### config.mk
export PLATFORM = sky130hd
export DESIGN_NAME = exc_priority_unit
export DESIGN_NICKNAME = d
export VERILOG_FILES = /design/src/inc/exc_unit_pkg.sv /design/src/exc_priority_unit.sv /design/src/exc_vector_map.sv
export VERILOG_INCLUDE_DIRS = /design/src /design/src/inc
export SDC_FILE = /design/constraint.sdc
export NUM_CORES = 1
export LEC_CHECK = 0
export CAP_MARGIN = 5
export CORE_MARGIN = 1
export CORE_UTILIZATION = 63
export CTS_CLUSTER_DIAMETER = 150
export DETAILED_ROUTE_END_ITERATION = 10
export DONT_BUFFER_PORTS = 1
export PLACE_DENSITY = 0.79
export SKIP_CTS_REPAIR_TIMING = 1
export SLEW_MARGIN = 20
export SYNTH_ARGS = -nofsm -noshare
export SYNTH_HDL_FRONTEND = slang
export SYNTH_SLANG_ARGS = --single-unit
### constraint.sdc
create_clock -name clk_in -period 2.4 [get_ports clk_in]
set_input_delay 0.12 -clock clk_in [delete_from_list [all_inputs] [get_ports clk_in]]
set_output_delay 0.12 -clock clk_in [all_outputs]
set_load 0.05 [all_outputs]
### src/inc/exc_unit_consts.svh
// Purpose: offsets, field positions, reset values and vector numbers
// Assumes: word-aligned 32-bit register bus, byte addresses below
// Notes:   included by the exception unit and its vector map
`ifndef EXC_UNIT_CONSTS_SVH
`define EXC_UNIT_CONSTS_SVH

// ==========================================================
// register byte offsets
`define OFS_SYS_CTRL3   8'h00
`define OFS_EXC_STATUS  8'h04
`define OFS_EXC_MASK    8'h08
`define OFS_EXC_INFO    8'h0C

// ==========================================================
// system control three layout and reset value
`define SCR3_RESET      8'h60
`define SCR3_VTS_BIT    6
`define SCR3_RMS_BIT    5
`define STAT_WIDTH      5

// ==========================================================
// vector numbers
`define VEC_RESET       7'h00
`define VEC_ILLEGAL     7'h04
`define VEC_DIRECT      7'h06
`define VEC_NMI         7'h07
`define VEC_TRAP_BASE   7'h08
`define VEC_KEY_COMPAT  7'h16
`define VEC_KEY_EXT     7'h1E

`endif

### src/inc/exc_unit_pkg.sv
// Purpose: types shared by the exception unit files
// Assumes: one-hot codes throughout
// Notes:   exception type bits double as status bit positions
package exc_unit_pkg;

  typedef enum logic [4:0] {
    EXC_RESET   = 5'h01,
    EXC_ILLEGAL = 5'h02,
    EXC_IRQ     = 5'h04,
    EXC_DIRECT  = 5'h08,
    EXC_TRAP    = 5'h10
  } exc_type_t;

  typedef enum logic [1:0] {
    ST_RUN = 2'h1,
    ST_EXC = 2'h2
  } seq_state_t;

endpackage : exc_unit_pkg

### src/exc_priority_unit.sv
// Purpose: ranks exception requests, sequences their start, holds system control three
// Assumes: sequencer pulses are one cycle wide and synchronous to clk_in
// Notes:   registers on an AHB-Lite slave; reads take one wait state
//
// The AHB-Lite slave port and the register addresses were chosen for this implementation.
`timescale 1ns/1ns
`default_nettype none
`include "exc_unit_consts.svh"

module exc_priority_unit (
  input  wire logic        clk_in,
  input  wire logic        rst_in,
  input  wire logic        ce_in,
  input  wire logic        hsel_in,
  input  wire logic [31:0] haddr_in,
  input  wire logic [1:0]  htrans_in,
  input  wire logic        hwrite_in,
  input  wire logic [2:0]  hsize_in,
  input  wire logic [31:0] hwdata_in,
  input  wire logic        hready_in,
  output logic             hreadyout_out,
  output logic             hresp_out,
  output logic      [31:0] hrdata_out,
  input  wire logic        external_reset_input_in,
  input  wire logic        watchdog_overflow_in,
  input  wire logic        illegal_opcode_in,
  input  wire logic        insn_done_in,
  input  wire logic        insn_no_irq_in,
  input  wire logic        sleep_direct_in,
  input  wire logic        trap_always_instruction_in,
  input  wire logic [1:0]  trap_num_in,
  input  wire logic        exec_state_in,
  input  wire logic        exc_done_in,
  input  wire logic        nmi_in,
  input  wire logic        irq_req_in,
  input  wire logic [6:0]  irq_vec_in,
  input  wire logic [1:0]  key_input_req_in,
  input  wire logic        keypad_wakeup_bank_select_in,
  input  wire logic        serial_bus_register_enable_in,
  output logic             key_bank_lo_en_out,
  output logic             key_bank_hi_en_out,
  output logic             serial_bank_lo_en_out,
  output logic             serial_bank_hi_en_out,
  output logic             vector_table_select_out,
  output logic             register_map_select_out,
  output logic             exc_valid_out,
  output logic      [4:0]  exc_type_out,
  output logic      [6:0]  exc_vector_out,
  output logic      [31:0] exc_addr_out,
  output logic             irq_out
);

  // ==========================================================
  // bus slave
  logic                 dp_q;
  logic                 dp_wr_q;
  logic [7:0]           dp_addr_q;
  logic                 rd_ok_q;
  logic [31:0]          rdata_q;
  logic [31:0]          rd_mux;
  logic                 wr_now;
  logic [7:0]           scr3_q;
  logic [`STAT_WIDTH-1:0] stat_q;
  logic [`STAT_WIDTH-1:0] mask_q;

  // reads wait one cycle so a write just before is already visible
  assign hreadyout_out = ce_in & ~(dp_q & ~dp_wr_q & ~rd_ok_q);
  assign hresp_out     = 1'b0;
  assign hrdata_out    = rdata_q;
  assign wr_now        = ce_in & dp_q & dp_wr_q;

  always_ff @(posedge clk_in) begin
    if (rst_in) begin
      dp_q      <= 1'b0;
      dp_wr_q   <= 1'b0;
      dp_addr_q <= 8'h00;
    end else if (ce_in && hready_in) begin
      dp_q      <= hsel_in & htrans_in[1];
      dp_wr_q   <= hwrite_in;
      dp_addr_q <= haddr_in[7:0];
    end
  end

  always_comb begin
    unique case (dp_addr_q)
      `OFS_SYS_CTRL3:  rd_mux = {24'h000000, scr3_q};
      `OFS_EXC_STATUS: rd_mux = {27'h0000000, stat_q};
      `OFS_EXC_MASK:   rd_mux = {27'h0000000, mask_q};
      `OFS_EXC_INFO:   rd_mux = {19'h00000, exc_valid_out, exc_type_out, exc_vector_out};
      default:         rd_mux = 32'h00000000;
    endcase
  end

  always_ff @(posedge clk_in) begin
    if (rst_in) begin
      rd_ok_q <= 1'b0;
      rdata_q <= 32'h00000000;
    end else if (ce_in) begin
      if (dp_q && !dp_wr_q && !rd_ok_q) begin
        rd_ok_q <= 1'b1;
        rdata_q <= rd_mux;
      end else if (hready_in) begin
        rd_ok_q <= 1'b0;
      end
    end
  end

  // ==========================================================
  // system control three
  // reset to extended
  always_ff @(posedge clk_in) begin
    if (rst_in) begin
      scr3_q <= `SCR3_RESET;
    end else if (wr_now && dp_addr_q == `OFS_SYS_CTRL3) begin
      scr3_q <= hwdata_in[7:0];
    end
  end

  assign vector_table_select_out = scr3_q[`SCR3_VTS_BIT];
  assign register_map_select_out = scr3_q[`SCR3_RMS_BIT];

  assign key_bank_lo_en_out    = register_map_select_out | ~keypad_wakeup_bank_select_in;
  assign key_bank_hi_en_out    = register_map_select_out | keypad_wakeup_bank_select_in;
  assign serial_bank_lo_en_out = register_map_select_out | ~serial_bus_register_enable_in;
  assign serial_bank_hi_en_out = register_map_select_out | serial_bus_register_enable_in;

  // ==========================================================
  // request capture
  logic                    pin_q;
  logic                    rpend_q;
  logic                    ipend_q;
  logic                    dpend_q;
  logic                    tpend_q;
  logic [1:0]              tnum_q;
  logic                    after_exc_q;
  logic                    rst_ev;
  logic                    irq_bnd;
  logic                    irq_any;
  logic                    acc;
  exc_unit_pkg::exc_type_t acc_type;
  exc_unit_pkg::seq_state_t state_q;

  assign rst_ev = (external_reset_input_in & ~pin_q) | watchdog_overflow_in;

  always_ff @(posedge clk_in) begin
    if (rst_in) begin
      pin_q <= 1'b1;
    end else if (ce_in) begin
      pin_q <= external_reset_input_in;
    end
  end

  // a new request beats the clear of its own flag
  always_ff @(posedge clk_in) begin
    if (rst_in) begin
      rpend_q <= 1'b0;
      ipend_q <= 1'b0;
      dpend_q <= 1'b0;
      tpend_q <= 1'b0;
      tnum_q  <= 2'h0;
    end else if (ce_in) begin
      rpend_q <= rst_ev | (rpend_q & ~(acc & acc_type == exc_unit_pkg::EXC_RESET));
      ipend_q <= illegal_opcode_in | (ipend_q & ~(acc & acc_type inside {exc_unit_pkg::EXC_ILLEGAL,
                 exc_unit_pkg::EXC_RESET}));
      dpend_q <= sleep_direct_in | (dpend_q & ~(acc & acc_type inside {exc_unit_pkg::EXC_DIRECT,
                 exc_unit_pkg::EXC_RESET}));
      tpend_q <= (trap_always_instruction_in & exec_state_in) |
                 (tpend_q & ~(acc & acc_type inside {exc_unit_pkg::EXC_TRAP, exc_unit_pkg::EXC_RESET}));
      if (trap_always_instruction_in && exec_state_in) begin
        tnum_q <= trap_num_in;
      end
    end
  end

  // ==========================================================
  // ranking and sequencing
  assign irq_any = nmi_in | irq_req_in | (|key_input_req_in);

  assign irq_bnd = (state_q == exc_unit_pkg::ST_RUN) & ((insn_done_in & ~insn_no_irq_in) | after_exc_q);

  always_comb begin
    acc      = 1'b0;
    acc_type = exc_unit_pkg::EXC_RESET;
    if (rpend_q) begin
      acc = 1'b1;
    end else if (state_q == exc_unit_pkg::ST_RUN) begin
      if (ipend_q) begin
        acc      = 1'b1;
        acc_type = exc_unit_pkg::EXC_ILLEGAL;
      end else if (irq_any && irq_bnd) begin
        acc      = 1'b1;
        acc_type = exc_unit_pkg::EXC_IRQ;
      end else if (dpend_q) begin
        acc      = 1'b1;
        acc_type = exc_unit_pkg::EXC_DIRECT;
      end else if (tpend_q) begin
        acc      = 1'b1;
        acc_type = exc_unit_pkg::EXC_TRAP;
      end
    end
  end

  logic        key_sel;
  logic        exc_key_q;
  logic [6:0]  vec_d;
  logic [31:0] addr_d;

  assign key_sel = ~nmi_in & ~irq_req_in & (|key_input_req_in);

  exc_vector_map u_vmap (
    .type_in     (acc_type),
    .trap_num_in (tnum_q),
    .nmi_in      (nmi_in),
    .irq_req_in  (irq_req_in),
    .irq_vec_in  (irq_vec_in),
    .key_sel_in  (key_sel),
    .key_grp_in  (~key_input_req_in[0]),
    .vts_in      (vector_table_select_out),
    .vec_out     (vec_d),
    .addr_out    (addr_d)
  );

  // reset may cut into a running sequence; nothing else may
  always_ff @(posedge clk_in) begin
    if (rst_in) begin
      state_q        <= exc_unit_pkg::ST_RUN;
      exc_valid_out  <= 1'b0;
      exc_type_out   <= 5'h00;
      exc_vector_out <= 7'h00;
      exc_addr_out   <= 32'h00000000;
      exc_key_q      <= 1'b0;
    end else if (ce_in) begin
      if (acc) begin
        state_q        <= exc_unit_pkg::ST_EXC;
        exc_valid_out  <= 1'b1;
        exc_type_out   <= acc_type;
        exc_vector_out <= vec_d;
        exc_addr_out   <= addr_d;
        exc_key_q      <= (acc_type == exc_unit_pkg::EXC_IRQ) & key_sel;
      end else if (state_q == exc_unit_pkg::ST_EXC && exc_done_in) begin
        state_q       <= exc_unit_pkg::ST_RUN;
        exc_valid_out <= 1'b0;
      end
    end
  end

  always_ff @(posedge clk_in) begin
    if (rst_in) begin
      after_exc_q <= 1'b0;
    end else if (ce_in) begin
      if (state_q == exc_unit_pkg::ST_EXC && exc_done_in && !acc) begin
        after_exc_q <= exc_type_out != exc_unit_pkg::EXC_RESET;
      end else if (acc || insn_done_in) begin
        after_exc_q <= 1'b0;
      end
    end
  end

  // ==========================================================
  // event status, mask and interrupt line
  always_ff @(posedge clk_in) begin
    if (rst_in) begin
      stat_q <= 5'h00;
      mask_q <= 5'h00;
    end else if (ce_in) begin
      stat_q <= (stat_q & ~((wr_now && dp_addr_q == `OFS_EXC_STATUS) ? hwdata_in[4:0] : 5'h00)) |
                (acc ? acc_type : 5'h00);
      if (wr_now && dp_addr_q == `OFS_EXC_MASK) begin
        mask_q <= hwdata_in[4:0];
      end
    end
  end

  assign irq_out = |(stat_q & mask_q);
endmodule : exc_priority_unit

`default_nettype wire

### src/exc_vector_map.sv
// Purpose: turns the accepted exception into vector number and fetch address
// Assumes: interrupt sources ranked nmi, numbered request, key groups
// Notes:   purely combinational; the caller registers the result
`timescale 1ns/1ns
`default_nettype none
`include "exc_unit_consts.svh"

module exc_vector_map (
  input  wire exc_unit_pkg::exc_type_t type_in,
  input  wire logic [1:0]              trap_num_in,
  input  wire logic                    nmi_in,
  input  wire logic                    irq_req_in,
  input  wire logic [6:0]              irq_vec_in,
  input  wire logic                    key_sel_in,
  input  wire logic                    key_grp_in,
  input  wire logic                    vts_in,
  output logic      [6:0]              vec_out,
  output logic      [31:0]             addr_out
);

  logic [6:0] key_base;

  assign key_base = vts_in ? `VEC_KEY_EXT : `VEC_KEY_COMPAT;

  always_comb begin
    unique case (type_in)
      exc_unit_pkg::EXC_RESET:   vec_out = `VEC_RESET;
      exc_unit_pkg::EXC_ILLEGAL: vec_out = `VEC_ILLEGAL;
      exc_unit_pkg::EXC_DIRECT:  vec_out = `VEC_DIRECT;
      exc_unit_pkg::EXC_TRAP:    vec_out = `VEC_TRAP_BASE + {5'h00, trap_num_in};
      exc_unit_pkg::EXC_IRQ: begin
        if (nmi_in) begin
          vec_out = `VEC_NMI;
        end else if (irq_req_in) begin
          vec_out = irq_vec_in;
        end else if (key_sel_in) begin
          vec_out = key_base + {6'h00, key_grp_in};
        end else begin
          vec_out = `VEC_RESET;
        end
      end
      default: vec_out = `VEC_RESET;
    endcase
  end

  assign addr_out = {23'h000000, vec_out, 2'h0};

endmodule : exc_vector_map

`default_nettype wire

---- Word level (Yosys, flattened, before mapping) ----
Index checks and enable logic that the tools add are counted.
storage, ports and cells
  word-level logic and storage cells ...... 140
  bits in registers ....................... 84
  memories ................................ 0
  bits in read-only memories .............. 0
  bits in latches ......................... 0
  RAM bits ................................ 0
  output and inout bits ................... 86
cells by class
  add/sub/neg operators ................... 2
  equality and inequality tests ........... 11
  multipliers ............................. 0
  reduce and logical (&&, ||, !) cells .... 30
  bitwise logic cells ..................... 50
  shift operators ......................... 0
  order comparisons ....................... 0
  mux-type cells .......................... 28
  div/mod/pow operators ................... 0
operator list
  kind                                                                      number
  13-bit one-hot mux with 4 select lines                                    1
  5-bit two-way mux                                                         8
  7-bit one-hot mux with 4 select lines                                     1
  7-bit two-way mux                                                         3
  1-bit AND                                                                 20
  8-bit by 4-bit == test with 1-bit output (second input constant)          2
  1-bit inverter                                                            14
  2-bit AND reduction                                                       7
  1-bit two-way mux                                                         12
  1-bit OR                                                                  12
  2-bit nonzero test                                                        6
  5-bit AND                                                                 2
  1-bit logical AND                                                         10
  8-bit by 3-bit == test with 1-bit output (second input constant)          1
  8-bit logical NOT                                                         1
  7-bit by 1-bit adder with 7-bit output                                    1
  4-bit by 2-bit adder with 5-bit output (first input constant)             1
  5-bit by 1-bit == test with 1-bit output (second input constant)          1
  5-bit by 2-bit == test with 1-bit output (second input constant)          1
  5-bit by 3-bit == test with 1-bit output (second input constant)          1
  5-bit by 4-bit == test with 1-bit output (second input constant)          1
  5-bit == test (second input constant)                                     1
  5-bit by 1-bit inequality test with 1-bit output (second input constant)  1
  5-bit inverter                                                            1
  other kinds (9)                                                           12

---- Depth between registers and ports, before layout ----
Gate-level depths: netlist (run 1).
  depth after elaboration ................. 15
  mapped depth ............................ 7
  depth with buffers taken out ............ 5

---- Cells and area by module ----
A second synthesis (run 1) with hierarchy kept.
unflattened totals
  cell total of the unflattened synthesis .. 548
  area, all modules ....................... 4683.2 sq um
modules (own cells, without submodules)
  module             cells an instance  area each (sq um)  times used  sequential area each (sq um)
  exc_priority_unit  481                4194.0             1           1921.8
  exc_vector_map     67                 489.2              1           0.0

---- Least setup slack after synthesis (run 1) ----
Ideal clock, no wire load.
  path type ............................... input port to output port
  start ................................... input port ce_in
  end ..................................... output port hreadyout_out
  arrival ................................. 1.723 ns
  slack ................................... 0.557 ns
  stages .................................. 3
  buffers on the path ..................... 2
  path through ............................ buf_2 -> clkbuf_1 -> a21boi_0
between the ends
  longest elaborated chain between the ends .. 1
ends and longest elaborated chain
  what             line                     RTL
  start, declared  exc_priority_unit.sv:13  input wire logic ce_in,
  1-bit AND        exc_priority_unit.sv:67  assign hreadyout_out = ce_in & ~(dp_q & ~dp_wr_q & ~rd_ok_q);
  end, declared    exc_priority_unit.sv:21  output logic hreadyout_out,
Every way passes these cells.

---- Final worst setup path (run 1) ----
  start ................................... register dp_addr_q[4]
  end ..................................... register mask_q[0]
between the ends
  longest elaborated chain between the ends .. 3
ends and longest elaborated chain
  what                                      line                      RTL
  start, declared                           exc_priority_unit.sv:57   logic [7:0] dp_addr_q;
  start signal, assigned                    exc_priority_unit.sv:80   dp_addr_q <= haddr_in[7:0];
  8-bit by 4-bit == test with 1-bit output  -
  1-bit logical AND (no source line)        -
  2-bit AND reduction (no source line)      -
  end signal, assigned                      exc_priority_unit.sv:269  mask_q <= hwdata_in[4:0];
  end, declared                             exc_priority_unit.sv:64   logic [`STAT_WIDTH-1:0] mask_q;
Every way passes these cells.
A chain may end at the register's enable or synchronous reset.

==> key figures, run 1 <==
Logic synthesis
  – Syn. warnings: 0
  – Cell taking the most area after synthesis: dfxtp_1
  – Post-synthesis cell type count: 49
  – Largest cells by area after synthesis: dfxtp_1 41%, buf_4 12%, nand2_1 6.4%
  – Number of synthesized flops with an enable pin: 0
  – Area fraction of the dominant cell type after synthesis: 40.7%
  – Most frequent cell after synthesis: dfxtp_1
  – Async set-or-reset flop fraction in the synthesized netlist: 0%
  – Post-Synthesis Cells: around 360
  – Mapped cell area: 0.00315 mm2
  – Top FF cell, synth: dfxtp_1
  – Top cells by count, synth: 64 x dfxtp_1, 54 x nand2_1, 52 x buf_4
  – Sequential area share after synthesis: 40.7%
  – Syn Area/Cell: 8.67 um2
  – Synth Register Bits: 64

Detailed routing
  – Routed wire length: 7490 um
  – Via density: 5.57
  – Vias: 2580
  – Number of remaining DRC errors: 0
  – Drt pass-1 iters: 4
  – 1st-iter DRT viols: 139
  – Routed Antenna Nets: 0
  – Routed len/inst: ~16 um

Run
  – Max_cap viols: 0

Floorplanning
  – Initial core utilization: 66.2%
  – Io pins: 185
  – # rows: 25
  – Die area: 0.00528 mm2
  – Core area: 0.00475 mm2
  – Die width: 72.7 um
  – Die Ht: 72.7 um

Run status
  – Failing checks: hold timing
  – Status: finished with violations

Setup path
  – Critical setup path kind: reg2reg
  – Critical Path Start Type: flip-flop
  – Critical Path Start: dp_addr_q[4]
  – CP Max Fanout: 5
  – Worst path slowest cell: or4_4
  – CP cell instances: or4_4 -> nor3_2 -> nand3b_1 -> mux2i_1 -> nor2_1
  – CP Data Required Time: approximately 2.6 ns
  – Worst setup EP type: flip-flop
  – Worst Path Arrival: 2.08 ns
  – R2R Path Start: dp_addr_q[4]
  – Critical path's largest stage delay: roughly 0.56 ns

Placement
  – Post-DP HPWL: 5130 um
  – Number of I/O port buffers: 0
  – Routability congestion estimate: 0.874

Power
  – Pwr dens: a little over 700 mW/mm2
  – Maximum VDD drop: 0.557 mV
  – Power, Total: roughly 2.5 mW
  – Leakage: 1.46 nW

Timing
  – Slew headroom: 58.2%
  – Final Hold Vio Count: 2
  – Final-report max-slew violation count: 0
  – Hold_ws: -0.00747 ns
  – # setup viols final: 0
  – Post-layout minimum cycle time: 1.84 ns
  – FMAX: 543 MHz
  – Fin Clk Skew: 0.00695 ns
  – Setup TNS: 0 ns
  – Worst-margin pin slew: 0.626 ns
  – Final period util: 76.7%
  – RSZ-0062 raised after global routing: no

Cells and area
  – Share of cells above drive strength 1: 12.9%
  – Nets: 490
  – Fillcell total: 371
  – Area Growth Syn to Fin: 12.2%
  – Ant diodes: 0

Worst hold path
  – Hold Path Origin: exc_done_in
  – Worst hold path class: in2reg

Clocking
  – CTS sink count: 64
  – Clock latency on the worst-skew pair: approximately 0.35 ns
  – CTS tree: built
  – Longest Clk Path Bufs: 2
  – CTS Buf Count: 9
  – Root buffer cell: clkbuf_8
  – Clock-pin slew on the worst setup and hold paths: 0.07 ns
  – H-tree level count: 3

GRT
  – GRT Util Overall: about 27%
  – First-pass GRT wire length: 10600 um
  – Largest net degree at the start of global routing: 62
  – GR Overflow Total: 0
  – Initial antenna violation count: 0
  – Vias in the first global route: 2121
-- cell usage in the layout (no fill, tap or decap), types with 5 or more instances in the layout --
cell type	count
dlygate4sd3_1	28
conb_1	45
dfxtp_1	64
nand3_1	6
clkbuf_8	10
mux2i_1	15
o21ai_0	11
buf_4	14
nand2_1	54
a22oi_1	15
mux4_2	5
a21oi_1	31
nor2_1	36
-- path summary, 6_finish.rpt --
kind,cells past startpoint,slack [ns],to
hold reg to reg,2,0.46,dp_addr_q[1]
setup / recovery,5,0.56,mask_q[0]
hold / removal,2,-0.007,state_q[0]
setup reg to reg,5,0.56,mask_q[0]
-- cells by family (layout without fill, tap and decap cells) --
logic type / Yosys count / after routing / synth area share (%)
buffers and inverters: 73 / 62 / 15.5
other: 1 / 45 / 0.119
muxes: 20 / 20 / 8.35
and+or+nand+nor: 127 / 127 / 19.2
AOI/OAI and AO/OA: 78 / 78 / 16.2
DFF: 64 / 64 / 40.7
-- stage by stage --
step | cells | utilization (%) | worst slack, ns | cell area (um2)
after floorplan | 407 | - | 0.557 | 3310
after global placement | 418 | 63.7 | 0.634 | 3030
after detailed placement | 418 | 63.7 | 0.577 | 3030
after CTS | 434 | 67.8 | 0.570 | 3220
after global routing | 463 | 74.3 | 0.440 | 3530
final | 463 | 74.3 | 0.559 | 3530
-- cell type report --
class / count / area [um2] / area share [%]
multi-input cells: 270 / 1550 / 43.7
well taps: 67 / 83.8 / 2.37
clock inverters: 5 / 56.3 / 1.59
inverters: 3 / 11.3 / 0.319
repair buffers: 43 / 413 / 11.7
clock buffers: 11 / 141 / 4.00
flip-flops and latches: 64 / 1280 / 36.3
-- routing by layer --
metal	vias up	GRT usage (%)	part of all wire (%)
met5	-	0	0
met4	0	13.7	1.9
met3	14	8.98	8.9
met2	125	41.8	47
met1	1221	34.4	42
li1	1220	-	-
-- where the power goes --
part           switching (mW)  internal (mW)  total [mW]
logic                   0.345          0.115       0.459
registers              0.0423           1.09        1.14
clock network           0.424          0.506       0.930
total                   0.811           1.71        2.53
-- state kept, by name (all words and copies together) (netlist names), 2 cells and up --
register        count
stat_q              5
scr3_q              8
exc_vector_out      7
exc_type_out        5
dp_addr_q           8
hrdata_out         13
mask_q              5
tnum_q              2
-- worst max-delay path: cells and delay by family, from the launching register on --
family | cells | cell delay [ns]
multiplexers | 1 | 0.25
flip-flops | 1 | 0.32
AND/OR/NAND/NOR | 4 | 1.16
No activity file was read; power rests on OpenSTA's default activity.
==> run 2, diff against run 1 <==
- ABC_AREA: default -> 1
- CORE_UTILIZATION: 63 -> 57
- PLACE_DENSITY: 0.79 -> 0.75
- clock period: 2.4 -> 1.65 ns (I/O delays scaled with it)
==> run 2 against run 1 <==
The run still ends with hold timing left. Sequential share of layout area shrank 2.5 points. Cell count grew 26%. Non-clock buffer count grew 26. Setup slack lost 0.40 ns. First-iteration DRC count grew 60%. Global-route usage shrank 1.7 points. Clock power grew 27%. Cell area grew 7.7%. Largest cell class unchanged. Sequential power grew 46%. Wire length grew 5.5%. Worst hold slack lost 0.030 ns. Synthesized cell count grew 24%.
==> key figures, run 2 <==
Floorplanning
  – Core area: 0.00551 mm2
  – Die area: 0.00599 mm2
  – Die width: 77.4 um
  – # rows: 27
  – Initial core utilization: approximately three fifths
  – Io pins: between 150 and 200
  – Die Ht: 77.4 um

Setup path
  – CP dominant cell by count: inv_2
  – CP Max Fanout: 15
  – CP Data Required Time: around 1.9 ns
  – Critical Path Start Type: input port
  – Critical setup path kind: in2reg
  – Worst setup EP type: flip-flop
  – Worst path slowest cell: dlygate4sd3_1
  – CP cell instances: dlygate4sd3_1 -> inv_2 -> nor3_2 -> nand2_1 -> inv_2 -> o21ai_0 -> a21oi_1
  – Critical path's largest stage delay: 0.72 ns
  – Worst Path Arrival: 1.76 ns
  – R2R setup slack: 0.17 ns

Timing
  – Slew headroom: about two thirds
  – Final-report max-slew violation count: 0
  – Fin Clk Skew: 0.00596 ns
  – RSZ-0062 raised after global routing: no
  – FMAX: roughly 670 MHz
  – Post-layout minimum cycle time: 1.49 ns
  – Worst-margin pin slew: 0.490 ns
  – Final period util: between 90% and 100%
  – Final WS setup: ~0.16 ns
  – Final Hold Vio Count: 1
  – Hold_ws: -0.0373 ns
  – Setup TNS: 0 ns
  – # setup viols final: 0

Cells and area
  – Share of cells above drive strength 1: 16.6%
  – Area Growth Syn to Fin: 17.3%
  – Ant diodes: 0
  – Most common cell after layout, fill and taps aside: nand2_1
  – Non-Filler Instances: 583
  – Nets: slightly above 600
  – Largest register FFs: 13
  – Commonest non-fill, non-tap cells in the layout: 99 x nand2_1, 63 x dfxtp_1, 46 x a21oi_1

Clocking
  – Clock latency on the worst-skew pair: 0.34 ns
  – Clock-pin slew on the worst setup and hold paths: roughly 0.070 ns
  – H-tree level count: 3
  – CTS Buf Count: 9
  – CTS tree: built
  – Root buffer cell: clkbuf_8
  – Longest Clk Path Bufs: 2
  – CTS sink count: 64

Logic synthesis
  – Mapped cell area: ~0.0032 mm2
  – Top FF cell, synth: dfxtp_1
  – Sequential area share after synthesis: 39.5%
  – Synth Register Bits: 64
  – Post-synthesis cell type count: 33
  – Syn. warnings: 0
  – Number of synthesized flops with an enable pin: 0
  – Async set-or-reset flop fraction in the synthesized netlist: 0%
  – Top cells by count, synth: 99 x nand2_1, 64 x dfxtp_1, 54 x buf_4
  – Syn Area/Cell: between 7 and 8 um2
  – Post-Synthesis Cells: 449
  – Cell taking the most area after synthesis: dfxtp_1
  – Most frequent cell after synthesis: nand2_1
  – Largest cells by area after synthesis: dfxtp_1 40%, buf_4 13%, nand2_1 11%
  – Area fraction of the dominant cell type after synthesis: ~40%

Detailed routing
  – Number of remaining DRC errors: 0
  – Vias: 3035
  – Drt pass-1 iters: 5
  – 1st-iter DRT viols: 223
  – Routed len/inst: 13.6 um
  – Routed wire length: slightly below 8000 um
  – Routed Antenna Nets: 0
  – Via density: around 5.2

Placement
  – Routability congestion estimate: 0.897
  – Placed Cells: between 500 and 600
  – Number of I/O port buffers: 0
  – Post-Place Setup Slack: 0.155 ns
  – Post-DP HPWL: ~5500 um

GRT
  – GRT Util Overall: 25.6%
  – First-pass GRT wire length: approximately 12000 um
  – Largest net degree at the start of global routing: 33
  – Initial antenna violation count: 0
  – GR Overflow Total: 0
  – Vias in the first global route: 2479

Power
  – Maximum VDD drop: 0.601 mV
  – Leakage: 1.69 nW
  – Pwr dens: 985 mW/mm2
  – Power, Total: 3.75 mW

Run
  – Max_cap viols: 0

Run status
  – Failing checks: hold timing
  – Status: finished with violations

Worst hold path
  – Worst hold path class: in2reg
==> run 2: cell types whose count changed in the layout (fill, tap and decap cells not counted), moves of 20 or more <==
cell	delta
nand2_1	+45
nand3_1	+21
o21ai_0	+20
inv_1	+27
buf_4	+25
==> run 2: where the power goes <==
| part | total [mW] | internal (mW) | switching [mW] |
|---|---|---|---|
| logic | 0.911 | 0.212 | 0.698 |
| registers | 1.66 | 1.61 | 0.0476 |
| clock network | 1.18 | 0.574 | 0.603 |
| total | 3.75 | 2.40 | 1.35 |
==> run 2: kinds of logic (layout without fill, tap and decap cells) <==
| family | count (synthesis) | after routing | synth area share (%) |
|---|---|---|---|
| simple gates | 175 | 175 | 24.0 |
| flops | 64 | 64 | 39.5 |
| buf+inv | 107 | 125 | 19.2 |
| compound gates | 102 | 102 | 17.1 |
| other cells | 1 | 45 | 0.116 |
==> run 2: through the flow <==
stage               hold slack (ns)  cell area (um2)  util, %
floorplan                     0.161             3410        -
global placement              0.150             3320     60.2
detailed placement            0.154             3320     60.2
CTS                          -0.202             3490     63.4
global route                0.00649             3800     69.1
finish                      -0.0373             3800     69.1
==> run 2: path summary, 6_finish.rpt <==
check,end,cells past startpoint,from
max,scr3_q[3],7,ce_in
max reg2reg,exc_type_out[4],8,state_q[0]
min reg2reg,tnum_q[1],2,tnum_q[1]
min,tnum_q[0],2,trap_num_in[0]
==> run 2: per-layer routing <==
layer / vias up / GRT usage [%] / wire (um) / share of wire (%)
met4: 0 / 9.06 / 80 / 1.0
met3: 10 / 6.12 / 548 / 6.9
li1: 1483 / - / - / -
met5: - / 0 / 0 / 0
met1: 1405 / 33.9 / 3390 / 43
met2: 137 / 40.4 / 3890 / 49
==> run 2: cell type report <==
cell class | count | area, um2
well taps | 72 | 90.1
clock inverters | 6 | 35.0
flip-flops and latches | 64 | 1280
clock buffers | 10 | 138
repair buffers | 69 | 603
inverters | 40 | 153
multi-input cells | 322 | 1500
fillers | 492 | 1700
==> run 2: worst max-delay path: cells and delay by family <==
kind            cells  cell delay (ns)
simple gates        2             0.36
compound gates      2             0.24
buf+inv             3             1.06
